**src/verilog/sp_pkg.sv**
```systemverilog
// ==========================================================================
// Shared constants of the serial port.
package sp_pkg;
  // ========================================================================
  // Register addresses on the special-function bus.
  localparam logic [7:0] ADDR_STATUS  = 8'he1;
  localparam logic [7:0] ADDR_CONTROL = 8'he2;
  localparam logic [7:0] ADDR_DATA    = 8'he3;
  localparam logic [7:0] ADDR_SELECT  = 8'he4;

  // ========================================================================
  // Status bit positions.
  localparam int ST_DONE  = 7;
  localparam int ST_COLL  = 6;
  localparam int ST_SERR  = 5;
  localparam int ST_FAULT = 4;

  // ========================================================================
  // Control bit positions; rate code sits in bits 7, 1 and 0.
  localparam int CT_RATE_HIGH = 7;
  localparam int CT_ENABLE    = 6;
  localparam int CT_SEL_DIS   = 5;
  localparam int CT_MASTER    = 4;
  localparam int CT_POL       = 3;
  localparam int CT_PHASE     = 2;
  localparam int CT_RATE_MID  = 1;
  localparam int CT_RATE_LOW  = 0;

  // ========================================================================
  // Reset values and timing counts.
  localparam logic [7:0] RST_STATUS  = 8'h00;
  localparam logic [7:0] RST_CONTROL = 8'h00;
  localparam logic [7:0] RST_DATA    = 8'h00;
  localparam logic [7:0] RST_SELECT  = 8'hff;
  localparam logic [2:0] RATE_STOP   = 3'h7;
  localparam logic [3:0] LAST_HALF   = 4'hf;
  localparam int RX_DEPTH = 2;

  // Transfer state of the shifter.
  typedef enum logic [0:0] {SP_IDLE, SP_XFER} sp_state_t;
endpackage

```
**src/verilog/sp_port.sv**
```systemverilog
`timescale 1ns/1ns
// ==========================================================================
// Full-duplex serial port, master or slave, behind four registers.
// Contract
// - Full-duplex shifting in master or slave role.
// - Master has one slave-select output.
// - Master drives data out and serial clock.
// - Slave drives data in reverse, takes clock.
// - Port request shares vector with external interrupt.
// - Done flag sets, clears on start or reads.
// - Collision flag on busy write, clears later.
// - Early deselect error, cleared by disabling.
// - Mode fault on select conflict, clears.
// - Enable bit; low status bits read zero.
// - Select disable ignores select in phase 1, hides fault.
// - Phase bit picks sampling edge.
// - Rate code divides clock; seven stops it.
// - Data write loads shift register directly.
// - Data read returns receive buffer.
// - Select output follows select register bit.
module sp_port
(
  input  wire logic       ref_clk_i,
  input  wire logic       reset_i,
  input  wire logic       ce_i,
  input  wire logic [7:0] sfr_addr_i,
  input  wire logic       sfr_wr_i,
  input  wire logic       sfr_rd_i,
  input  wire logic [7:0] sfr_wdata_i,
  output logic      [7:0] sfr_rdata_o,
  input  wire logic       ext_int2_i,
  output logic            shared_irq_vector_o,
  input  wire logic       sclk_i,
  output logic            sclk_o,
  output logic            sclk_oe_o,
  input  wire logic       mosi_i,
  output logic            mosi_o,
  output logic            mosi_oe_o,
  input  wire logic       miso_i,
  output logic            miso_o,
  output logic            miso_oe_o,
  input  wire logic       slave_sel_n_i,
  output logic            master_select_out_o
);

  // ========================================================================
  // Registers and state.
  sp_pkg::sp_state_t state_r;
  logic [7:0] ctrl_r;
  logic [7:0] sel_r;
  logic [7:0] sr_r;
  logic [3:0] hc_r;
  logic       bit_r;
  logic       sclk_r;
  logic       sclk_prev_r;
  logic       done_r;
  logic       coll_r;
  logic       serr_r;
  logic       fault_r;
  logic       done_seen_r;
  logic       coll_seen_r;
  logic       conflict_prev_r;
  logic       pend_r;
  logic       xfer_coll_r;
  logic       mosi_oe_r;
  logic       miso_oe_r;

  // ========================================================================
  // Control field decoding.
  logic       en_w;
  logic       mstr_w;
  logic       cpol_w;
  logic       cpha_w;
  logic       ssdis_w;
  logic [2:0] rate_w;
  assign en_w    = ctrl_r[sp_pkg::CT_ENABLE];
  assign mstr_w  = ctrl_r[sp_pkg::CT_MASTER];
  assign cpol_w  = ctrl_r[sp_pkg::CT_POL];
  assign cpha_w  = ctrl_r[sp_pkg::CT_PHASE];
  assign ssdis_w = ctrl_r[sp_pkg::CT_SEL_DIS];
  assign rate_w  = {ctrl_r[sp_pkg::CT_RATE_HIGH], ctrl_r[sp_pkg::CT_RATE_MID],
                    ctrl_r[sp_pkg::CT_RATE_LOW]};

  // Register bus decoding.
  logic wr_st_w;
  logic wr_ct_w;
  logic wr_dt_w;
  logic wr_se_w;
  logic rd_st_w;
  logic rd_dt_w;
  logic acc_st_w;
  logic acc_dt_w;
  assign wr_st_w  = ce_i && sfr_wr_i && (sfr_addr_i == sp_pkg::ADDR_STATUS);
  assign wr_ct_w  = ce_i && sfr_wr_i && (sfr_addr_i == sp_pkg::ADDR_CONTROL);
  assign wr_dt_w  = ce_i && sfr_wr_i && (sfr_addr_i == sp_pkg::ADDR_DATA);
  assign wr_se_w  = ce_i && sfr_wr_i && (sfr_addr_i == sp_pkg::ADDR_SELECT);
  assign rd_st_w  = ce_i && sfr_rd_i && (sfr_addr_i == sp_pkg::ADDR_STATUS);
  assign rd_dt_w  = ce_i && sfr_rd_i && (sfr_addr_i == sp_pkg::ADDR_DATA);
  assign acc_st_w = rd_st_w || wr_st_w;
  assign acc_dt_w = rd_dt_w || wr_dt_w;

  // ========================================================================
  // Edge detection for both roles.
  logic tick_w;
  logic m_lead_w;
  logic m_trail_w;
  logic s_lead_w;
  logic s_trail_w;
  logic selected_w;
  logic s_start_w;
  logic m_start_w;
  logic lead_w;
  logic trail_w;
  logic samp_w;
  logic shft_w;
  logic last_w;
  logic in_bit_w;
  logic busy_w;
  logic s_drop_w;
  logic conflict_w;
  logic rx_ready_w;
  logic rx_valid_w;
  logic [7:0] rx_data_w;

  // A low select picks the slave; ignoring it needs phase 1.
  assign selected_w = !slave_sel_n_i || (ssdis_w && cpha_w);
  assign busy_w     = (state_r == sp_pkg::SP_XFER);
  assign m_lead_w   = mstr_w && busy_w && tick_w && !hc_r[0];
  assign m_trail_w  = mstr_w && busy_w && tick_w && hc_r[0];
  assign s_lead_w   = (sclk_i != cpol_w) && (sclk_prev_r == cpol_w);
  assign s_trail_w  = (sclk_i == cpol_w) && (sclk_prev_r != cpol_w);
  assign s_start_w  = ce_i && en_w && !mstr_w && !busy_w && selected_w
                      && s_lead_w;
  assign m_start_w  = ce_i && en_w && mstr_w && !busy_w && pend_r
                      && rx_ready_w;
  assign lead_w     = ce_i && (mstr_w ? m_lead_w
                      : ((busy_w && s_lead_w) || s_start_w));
  assign trail_w    = ce_i && (mstr_w ? m_trail_w : (busy_w && s_trail_w));

  // Phase 0 samples on leading edges, phase 1 on trailing ones.
  assign samp_w   = cpha_w ? trail_w : lead_w;
  assign shft_w   = cpha_w ? (lead_w && (hc_r != 4'h0)) : trail_w;
  assign last_w   = trail_w && (hc_r == sp_pkg::LAST_HALF);
  assign in_bit_w = mstr_w ? miso_i : mosi_i;
  assign s_drop_w = ce_i && en_w && !mstr_w && busy_w && !selected_w;

  // A master that sees its select pulled low is in conflict.
  assign conflict_w = en_w && mstr_w && !ssdis_w && !slave_sel_n_i;

  // ========================================================================
  // Master half-period ticks.
  sp_rate_gen u_rate
  (
    .ref_clk_i (ref_clk_i),
    .reset_i   (reset_i),
    .ce_i      (ce_i),
    .run_i     (mstr_w && busy_w),
    .rate_i    (rate_w),
    .tick_o    (tick_w)
  );

  // Received bytes queue here until software reads the data register.
  sp_rx_fifo
  #(
    .WIDTH (8),
    .DEPTH (sp_pkg::RX_DEPTH)
  )
  u_rx
  (
    .ref_clk_i   (ref_clk_i),
    .reset_i     (reset_i),
    .ce_i        (ce_i),
    .in_valid_i  (last_w),
    .in_ready_o  (rx_ready_w),
    .in_data_i   (cpha_w ? {sr_r[6:0], in_bit_w} : {sr_r[6:0], bit_r}),
    .out_valid_o (rx_valid_w),
    .out_ready_i (rd_dt_w),
    .out_data_o  (rx_data_w)
  );

  // ========================================================================
  // Transfer sequencer and shift register.
  always_ff @(posedge ref_clk_i)
  begin
    if (reset_i)
    begin
      state_r <= sp_pkg::SP_IDLE;
      hc_r    <= 4'h0;
      sr_r    <= sp_pkg::RST_DATA;
      bit_r   <= 1'b0;
      pend_r  <= 1'b0;
    end
    else if (ce_i)
    begin
      if (!en_w || s_drop_w || last_w)
      begin
        state_r <= sp_pkg::SP_IDLE;
        hc_r    <= 4'h0;
        pend_r  <= pend_r && en_w && !last_w;
      end
      else if (m_start_w || s_start_w)
        state_r <= sp_pkg::SP_XFER;
      if (en_w && !last_w && (lead_w || trail_w))
        hc_r <= hc_r + 4'h1;
      if (m_start_w)
        pend_r <= 1'b0;
      if (wr_dt_w && !busy_w)
      begin
        sr_r   <= sfr_wdata_i;
        pend_r <= mstr_w;
      end
      else if (samp_w && !(cpha_w && last_w))
        bit_r <= in_bit_w;
      if (shft_w)
        sr_r <= {sr_r[6:0], bit_r}; // Data holds across sample edges.
    end
  end

  // Serial clock: toggles on each master tick, rests at idle while no transfer runs.
  always_ff @(posedge ref_clk_i)
  begin
    if (reset_i)
    begin
      sclk_r      <= 1'b0;
      sclk_prev_r <= 1'b0;
    end
    else if (ce_i)
    begin
      sclk_prev_r <= sclk_i;
      if (mstr_w && busy_w && tick_w)
        sclk_r <= !sclk_r;
      else if (!busy_w)
        sclk_r <= cpol_w;
    end
  end

  // ========================================================================
  // Status flags; every hardware set wins over a clear in the same cycle.
  always_ff @(posedge ref_clk_i)
  begin
    if (reset_i)
    begin
      done_r          <= 1'b0;
      coll_r          <= 1'b0;
      serr_r          <= 1'b0;
      fault_r         <= 1'b0;
      done_seen_r     <= 1'b0;
      coll_seen_r     <= 1'b0;
      conflict_prev_r <= 1'b0;
      xfer_coll_r     <= 1'b0;
    end
    else if (ce_i)
    begin
      conflict_prev_r <= conflict_w;
      if (rd_st_w)
        done_seen_r <= done_r;
      else if (rd_dt_w)
        done_seen_r <= 1'b0;
      if (acc_st_w)
        coll_seen_r <= 1'b1;
      else if (acc_dt_w)
        coll_seen_r <= 1'b0;
      if (m_start_w || s_start_w)
        xfer_coll_r <= 1'b0;
      else if (wr_dt_w && busy_w)
        xfer_coll_r <= 1'b1;
      if (last_w)
        done_r <= 1'b1;
      else if (busy_w || (rd_dt_w && done_seen_r))
        done_r <= 1'b0;
      if (wr_dt_w && busy_w)
        coll_r <= 1'b1;
      else if ((last_w && !xfer_coll_r) || (acc_dt_w && coll_seen_r))
        coll_r <= 1'b0;
      if (s_drop_w)
        serr_r <= 1'b1;
      else if (!en_w)
        serr_r <= 1'b0;
      if (conflict_w && !conflict_prev_r)
        fault_r <= 1'b1;
      else if (!conflict_w || (rd_st_w && fault_r))
        fault_r <= 1'b0;
    end
  end

  // ========================================================================
  // Software registers, read answer and pin drivers.
  logic [7:0] status_w;
  logic [7:0] rmux_w;
  logic       irq_w;
  assign status_w = {done_r, coll_r, serr_r, fault_r, 4'h0};
  assign rmux_w   = (sfr_addr_i == sp_pkg::ADDR_STATUS)  ? status_w
                  : (sfr_addr_i == sp_pkg::ADDR_CONTROL) ? ctrl_r
                  : (sfr_addr_i == sp_pkg::ADDR_DATA)    ? rx_data_w
                  : (sfr_addr_i == sp_pkg::ADDR_SELECT)  ? sel_r
                  : 8'h00;
  // Mode fault raises no request while select is ignored.
  assign irq_w = done_r || (fault_r && !ssdis_w);

  always_ff @(posedge ref_clk_i)
  begin
    if (reset_i)
    begin
      ctrl_r              <= sp_pkg::RST_CONTROL;
      sel_r               <= sp_pkg::RST_SELECT;
      sfr_rdata_o         <= 8'h00;
      shared_irq_vector_o <= 1'b0;
      mosi_oe_r           <= 1'b0;
      miso_oe_r           <= 1'b0;
    end
    else if (ce_i)
    begin
      if (wr_ct_w)
        ctrl_r <= sfr_wdata_i;
      if (wr_se_w)
        sel_r <= sfr_wdata_i;
      if (sfr_rd_i)
        sfr_rdata_o <= (rd_dt_w && !rx_valid_w) ? 8'h00 : rmux_w;
      shared_irq_vector_o <= irq_w || ext_int2_i;
      mosi_oe_r <= en_w && mstr_w;
      miso_oe_r <= en_w && !mstr_w && selected_w;
    end
  end

  assign sclk_o              = sclk_r;
  assign sclk_oe_o           = mosi_oe_r;
  assign mosi_o              = sr_r[7];
  assign mosi_oe_o           = mosi_oe_r;
  assign miso_o              = sr_r[7];
  assign miso_oe_o           = miso_oe_r;
  assign master_select_out_o = sel_r[0];
endmodule

```
**src/verilog/sp_rate_gen.sv**
```systemverilog
`timescale 1ns/1ns
// ==========================================================================
// Half-period tick generator for the master serial clock.
module sp_rate_gen
(
  input  wire logic       ref_clk_i,
  input  wire logic       reset_i,
  input  wire logic       ce_i,
  input  wire logic       run_i,
  input  wire logic [2:0] rate_i,
  output logic            tick_o
);
  logic [6:0] cnt_r;
  logic [6:0] lim_w;
  logic       hit_w;

  // Half period is 2 to the rate code core cycles, so the full period
  // divides by 2 to the code plus one.
  assign lim_w = 7'((8'h01 << rate_i) - 8'h01);
  assign hit_w = run_i && (rate_i != sp_pkg::RATE_STOP) && (cnt_r == lim_w);

  // Counter restarts whenever run_i is low.
  always_ff @(posedge ref_clk_i)
  begin
    if (reset_i)
    begin
      cnt_r  <= 7'h00;
      tick_o <= 1'b0;
    end
    else if (ce_i)
    begin
      cnt_r  <= (!run_i || hit_w) ? 7'h00 : cnt_r + 7'h01;
      tick_o <= hit_w;
    end
  end
endmodule

```
**src/verilog/sp_rx_fifo.sv**
```systemverilog
`timescale 1ns/1ns
// ==========================================================================
// Small receive buffer with valid and ready on both sides.
module sp_rx_fifo
#(
  parameter int WIDTH = 8,
  parameter int DEPTH = 2
)
(
  input  wire logic             ref_clk_i,
  input  wire logic             reset_i,
  input  wire logic             ce_i,
  input  wire logic             in_valid_i,
  output logic                  in_ready_o,
  input  wire logic [WIDTH-1:0] in_data_i,
  output logic                  out_valid_o,
  input  wire logic             out_ready_i,
  output logic      [WIDTH-1:0] out_data_o
);
  localparam int AW = (DEPTH > 1) ? $clog2(DEPTH) : 1;
  logic [WIDTH-1:0] mem_r [DEPTH];
  logic [AW-1:0]    wp_r;
  logic [AW-1:0]    rp_r;
  logic [AW:0]      cnt_r;
  logic             push_w;
  logic             pop_w;

  // Full and empty come straight from the occupancy count.
  assign in_ready_o  = (cnt_r != (AW+1)'(DEPTH));
  assign out_valid_o = (cnt_r != '0);
  assign out_data_o  = mem_r[rp_r];
  assign push_w      = ce_i && in_valid_i && in_ready_o;
  assign pop_w       = ce_i && out_ready_i && out_valid_o;

  // Pointers wrap at the depth.
  always_ff @(posedge ref_clk_i)
  begin
    if (reset_i)
    begin
      wp_r  <= '0;
      rp_r  <= '0;
      cnt_r <= '0;
    end
    else
    begin
      if (push_w)
        wp_r <= (wp_r == AW'(DEPTH-1)) ? '0 : wp_r + AW'(1);
      if (pop_w)
        rp_r <= (rp_r == AW'(DEPTH-1)) ? '0 : rp_r + AW'(1);
      cnt_r <= cnt_r + (AW+1)'(push_w) - (AW+1)'(pop_w);
    end
  end

  // Storage holds no reset value.
  always_ff @(posedge ref_clk_i)
  begin
    if (push_w)
      mem_r[wp_r] <= in_data_i;
  end
endmodule

```
**config.mk**
```make
export PLATFORM = sky130hd
export DESIGN_NAME = sp_port
export DESIGN_NICKNAME = d
export VERILOG_FILES = /design/src/verilog/sp_pkg.sv /design/src/verilog/sp_port.sv /design/src/verilog/sp_rate_gen.sv /design/src/verilog/sp_rx_fifo.sv
export SDC_FILE = /design/constraint.sdc
export NUM_CORES = 1
export LEC_CHECK = 0
export BUFFER_PORTS_ARGS = -buffer_cell sky130_fd_sc_hd__buf_2
export CORE_UTILIZATION = 53
export CTS_BUF_LIST = sky130_fd_sc_hd__clkbuf_8 sky130_fd_sc_hd__clkbuf_16
export CTS_CLUSTER_DIAMETER = 100
export DETAILED_ROUTE_END_ITERATION = 10
export PLACE_DENSITY = 0.76
export RECOVER_POWER = 50
export SYNTH_ARGS = -nofsm -noshare
export SYNTH_HDL_FRONTEND = slang
export SYNTH_SLANG_ARGS = --single-unit
export TNS_END_PERCENT = 50
```
**constraint.sdc**
```tcl
create_clock -name ref_clk_i -period 2.7 [get_ports ref_clk_i]
set_clock_uncertainty 0.1 [all_clocks]
set_input_delay 0.27 -clock ref_clk_i [delete_from_list [all_inputs] [get_ports ref_clk_i]]
set_output_delay 0.27 -clock ref_clk_i [all_outputs]
set_load 0.01 [all_outputs]
```
==> metrics.txt <==
# TYPE chip_impl_metric gauge
chip_impl_metric{name="fin_crit_sh",unit="%"} 95.4
chip_impl_metric{name="cp_slowest_stage_delay",unit="ps"} 600
chip_impl_metric{name="cellLeakagePower",unit="nW"} 1.64
chip_impl_metric{name="clock-sinks",unit=""} 81
chip_impl_metric{name="syn_inst",unit=""} 453
chip_impl_info{name="crit_path_start",value="ctrl_r[0]"} 1
chip_impl_metric{name="antenna_fix_cells",unit=""} 0
chip_impl_metric{name="port_buffers",unit=""} 41
chip_impl_metric{name="synth-async-reset-ratio",unit="%"} 0
chip_impl_metric{name="netlist-cell-type-count",unit=""} 73
chip_impl_info{name="setup.worst_path.start_class",value="register"} 1
chip_impl_metric{name="grtUsageTotal",unit="%"} 26.1
chip_impl_metric{name="synth_xor_xnor_area_share",unit="%"} 3.36
chip_impl_metric{name="wire_length_of_the_first_global_routing_pass",unit="µm"} 16900
chip_impl_metric{name="max_slew.worst_pin.slew",unit="ps"} 756
chip_impl_metric{name="area.growth.synth_to_final",unit="%"} 11.3
chip_impl_info{name="crit_path_top_delay_cell",value="sky130_fd_sc_hd__or4b_2"} 1
chip_impl_metric{name="ir_drop",unit="mV"} 0.244
chip_impl_info{name="cts_tree",value="built"} 1
chip_impl_metric{name="synth-compound-area-share",unit="%"} 17.9
chip_impl_metric{name="fp-row-count",unit=""} 31
chip_impl_metric{name="routed_via_density",unit=""} 6.03
chip_impl_metric{name="drc_errors",unit=""} 0
chip_impl_metric{name="p_per_area",unit="nW/µm²"} 495
chip_impl_metric{name="cp_data_arrival_time",unit="ps"} 2730
chip_impl_info{name="largest_family_of_logic_cells_by_synthesized_area",value="simple AND/OR/NAND/NOR gates"} 1
chip_impl_metric{name="reg2reg_depth",unit=""} 7
chip_impl_metric{name="worst_setup_hold_path_clk_slew",unit="ps"} 90
chip_impl_metric{name="routed-via-count",unit=""} 3627
chip_impl_metric{name="drive_above_1_share",unit="%"} 14.9
chip_impl_metric{name="routed_wire_length_per_instance",unit="µm"} 17.1
chip_impl_metric{name="crit_buf_inv",unit=""} 0
chip_impl_metric{name="timing.reg2reg.setup_slack",unit="ps"} 120
chip_impl_metric{name="finalWeightedCongestion",unit=""} 0.847
chip_impl_metric{name="synth_enable_flop_cells",unit=""} 16
chip_impl_metric{name="critPathMaxFanout",unit=""} 5
chip_impl_metric{name="detail_route.first_pass.iterations",unit=""} 6
chip_impl_info{name="regToRegEndpoint",value="u_rate.cnt_r[1]"} 1
chip_impl_metric{name="number_of_i_o_pins",unit=""} 42
chip_impl_info{name="path_cells",value="or3_1 > ha_2 > or4b_2 > o211ai_1 > xor2_1 > or3_1 > a32o_1"} 1
chip_impl_metric{name="grtUsageMet2",unit="%"} 39.7
chip_impl_metric{name="cts_bufs_inserted",unit=""} 9
chip_impl_metric{name="mapped_avg_cell_area",unit="µm²"} 9.21
chip_impl_info{name="worst_hold_path_type",value="in -> reg"} 1
chip_impl_metric{name="fin_nets",unit=""} 529
chip_impl_metric{name="finalWirelength",unit="µm"} 10300
chip_impl_metric{name="max_cap_violations",unit=""} 0
chip_impl_metric{name="gr-total-overflow",unit=""} 0
chip_impl_info{name="rsz0062_at_grt",value="no"} 1
chip_impl_metric{name="ctsLongestPathBuffers",unit=""} 2
chip_impl_metric{name="postSynthNetCount",unit=""} 485
chip_impl_metric{name="cts_post_setup_buffers_inserted",unit=""} 0
chip_impl_metric{name="dr.first_iter.drc_count",unit=""} 235
chip_impl_info{name="path_class",value="reg -> reg"} 1
chip_impl_metric{name="die-area",unit="µm²"} 8230
chip_impl_info{name="status",value="completed"} 1
chip_impl_info{name="setup.worst_path.end_class",value="register"} 1
chip_impl_metric{name="maxSlewViolCount",unit=""} 0
chip_impl_metric{name="dp_hpwl",unit="µm"} 7480
chip_impl_info{name="synth_ff_type",value="sky130_fd_sc_hd__dfxtp_1"} 1
chip_impl_metric{name="yosys.area_share.adder",unit="%"} 1.80
chip_impl_info{name="cts-root-buf",value="sky130_fd_sc_hd__clkbuf_8"} 1
chip_impl_metric{name="grt.met1_usage",unit="%"} 36.7
chip_impl_metric{name="cts_resized",unit=""} 0
chip_impl_info{name="worstReg2RegStart",value="ctrl_r[0]"} 1
chip_impl_metric{name="die_y",unit="µm"} 90.7
chip_impl_info{name="worst_setup_path_endpoint",value="u_rate.cnt_r[1]"} 1
chip_impl_metric{name="die_width",unit="µm"} 90.7
chip_impl_metric{name="setup-tns-final",unit="ps"} 0
chip_impl_metric{name="synth-simple-area-share",unit="%"} 23.0
chip_impl_metric{name="first_global_vias",unit=""} 3402
chip_impl_metric{name="post_synthesis_register_bit_count",unit=""} 81
chip_impl_metric{name="max-slew-margin-rel",unit="%"} 49.6
chip_impl_metric{name="fin_area",unit="µm²"} 4640
chip_impl_metric{name="netlist_area",unit="µm²"} 4170
chip_impl_metric{name="design.core.area",unit="µm²"} 7450
chip_impl_metric{name="path_depth",unit=""} 7
chip_impl_info{name="crit_path_frequent_cell",value="sky130_fd_sc_hd__or3_1"} 1
chip_impl_metric{name="grt_antenna_before_repair",unit=""} 0
chip_impl_metric{name="fraction_of_the_yosys_area_taken_by_sequential_cells",unit="%"} 42.7
chip_impl_metric{name="floorplan.initialDensity",unit="%"} 56.0
chip_impl_metric{name="finalHoldViolCount",unit=""} 0
chip_impl_metric{name="clk_latency",unit="ps"} 360
chip_impl_metric{name="groute.layer.met3.usage",unit="%"} 5.39
chip_impl_metric{name="placement.cell_area",unit="µm²"} 4480
chip_impl_metric{name="yosys_warnings",unit=""} 0
chip_impl_metric{name="crit_required",unit="ps"} 2860
chip_impl_metric{name="postCtsHoldBufs",unit=""} 0
chip_impl_metric{name="max_clock_freq",unit="MHz"} 388
chip_impl_metric{name="maximum_number_of_pins_on_one_net_before_global_route_repair",unit=""} 25
chip_impl_info{name="gr-max-usage-layer",value="met2"} 1
chip_impl_metric{name="postRouteAntennaNets",unit=""} 0
chip_impl_metric{name="timing.final.setup_violations",unit=""} 0
chip_impl_info{name="critical_path.top_delay_family",value="simple AND/OR/NAND/NOR gates"} 1
chip_impl_metric{name="period_minus_ws_final",unit="ps"} 2580
chip_impl_metric{name="htree_num_levels",unit=""} 3
chip_impl_metric{name="synth.mux.area_fraction",unit="%"} 5.31
[cell type report]
class	instances	area [µm²]
tap	99	124
fill	654	2800
clock inverter	6	73.8
inverter	11	41.3
sequential	81	1780
clock buffer	10	138
multi-input combinational	330	2150
timing repair buffer	64	339
[layer usage]
layer	up-vias	wire, µm
met4	0	191
met2	133	4650
met3	17	668
li1	1729	-
met5	-	0
met1	1748	4740
[flip-flops by register name, summed over array words and instances, names as in the netlist, 2 cells and up, named ones only]
signal        count
u_rx.mem_r       16
ctrl_r            8
sel_r             8
sfr_rdata_o       8
sr_r              8
u_rate.cnt_r      7
hc_r              4
u_rx.cnt_r        2
[tightest hold or removal path, stage by stage]
cell	delay, ps
sky130_fd_sc_hd__buf_2	100
sky130_fd_sc_hd__nand3_1	70
sky130_fd_sc_hd__nand3_1	70
[cell usage after synthesis, types with 6 or more instances]
master / count / area share, %
sky130_fd_sc_hd__a211oi_1: 12 / 2.2
sky130_fd_sc_hd__nor2_1: 38 / 3.4
sky130_fd_sc_hd__a221oi_1: 8 / 1.7
sky130_fd_sc_hd__nor3_1: 8 / 0.96
sky130_fd_sc_hd__xnor2_1: 6 / 1.3
sky130_fd_sc_hd__nand2_1: 60 / 5.4
sky130_fd_sc_hd__inv_1: 10 / 0.90
sky130_fd_sc_hd__dfxtp_1: 65 / 31
sky130_fd_sc_hd__a31o_1: 7 / 1.5
sky130_fd_sc_hd__clkbuf_1: 10 / 0.90
sky130_fd_sc_hd__and2_1: 9 / 1.3
sky130_fd_sc_hd__o21ai_0: 10 / 1.2
sky130_fd_sc_hd__nand2b_1: 6 / 0.90
sky130_fd_sc_hd__a21oi_1: 19 / 2.3
sky130_fd_sc_hd__buf_2: 8 / 0.96
sky130_fd_sc_hd__o22ai_1: 6 / 0.90
sky130_fd_sc_hd__xor2_1: 10 / 2.1
sky130_fd_sc_hd__nand3_1: 23 / 2.8
sky130_fd_sc_hd__edfxtp_1: 16 / 12
sky130_fd_sc_hd__mux2i_1: 21 / 5.0
sky130_fd_sc_hd__ha_1: 6 / 1.8
[worst min path at each step]
stage | startpoint | endpoint | slack (ps) | depth (start not counted)
CTS | sfr_wdata_i[5] | ctrl_r[5] | 60 | 3
global placement | sfr_rdata_o[0] | sfr_rdata_o[0] | 330 | 2
floorplan | sfr_addr_i[1] | coll_seen_r | 280 | 1
global route | sfr_wdata_i[5] | ctrl_r[5] | 70 | 3
finish | sfr_wdata_i[2] | sel_r[2] | 80 | 3
detailed placement | sfr_rdata_o[0] | sfr_rdata_o[0] | 360 | 2
[power by group]
part	internal, W	switching, W	total, W
registers	0.00123	0.00000525	0.00124
clock network	0.000465	0.000480	0.000945
logic	0.0000402	0.0000770	0.000117
total	0.00174	0.000562	0.00230
[cell families after synthesis]
logic type | count (synthesis)
AND/OR/NAND/NOR | 186
AO/OA/AOI/OAI | 100
flip-flops | 81
buffers and inverters | 42
multiplexers | 22
XOR/XNOR | 16
adder cells (fa/ha/maj) | 6
[cell usage in the layout (no fill, tap or decap), types with 7 or more instances in the layout]
cell type | netlist | routed
sky130_fd_sc_hd__o21ai_0 | 10 | 10
sky130_fd_sc_hd__clkbuf_8 | 5 | 10
sky130_fd_sc_hd__a221oi_1 | 8 | 8
sky130_fd_sc_hd__mux2i_1 | 21 | 21
sky130_fd_sc_hd__dfxtp_1 | 65 | 65
sky130_fd_sc_hd__edfxtp_1 | 16 | 16
sky130_fd_sc_hd__inv_1 | 10 | 10
sky130_fd_sc_hd__clkbuf_1 | 10 | 21
sky130_fd_sc_hd__a31o_1 | 7 | 7
sky130_fd_sc_hd__xor2_1 | 10 | 10
sky130_fd_sc_hd__a211oi_1 | 12 | 12
sky130_fd_sc_hd__nor3_1 | 8 | 8
sky130_fd_sc_hd__a21oi_1 | 19 | 19
sky130_fd_sc_hd__nand3_1 | 23 | 23
sky130_fd_sc_hd__buf_4 | 4 | 18
sky130_fd_sc_hd__nand2_1 | 60 | 60
sky130_fd_sc_hd__and2_1 | 9 | 9
sky130_fd_sc_hd__buf_2 | 8 | 25
sky130_fd_sc_hd__nor2_1 | 38 | 38
[per-stage QoR]
step                      util, %  std cells  hold WS, ps  setup WS (ps)  total power, W
after floorplan                 -        453          280           30.2         0.00134
after global placement       60.1        585          332            193         0.00138
after detailed placement     60.1        585          363            150         0.00138
after CTS                    63.0        601         62.5            121         0.00231
after global routing         62.3        601         70.7           38.6         0.00237
final                        62.3        601         76.3            125         0.00230
No activity file was read; power rests on OpenSTA's default activity.
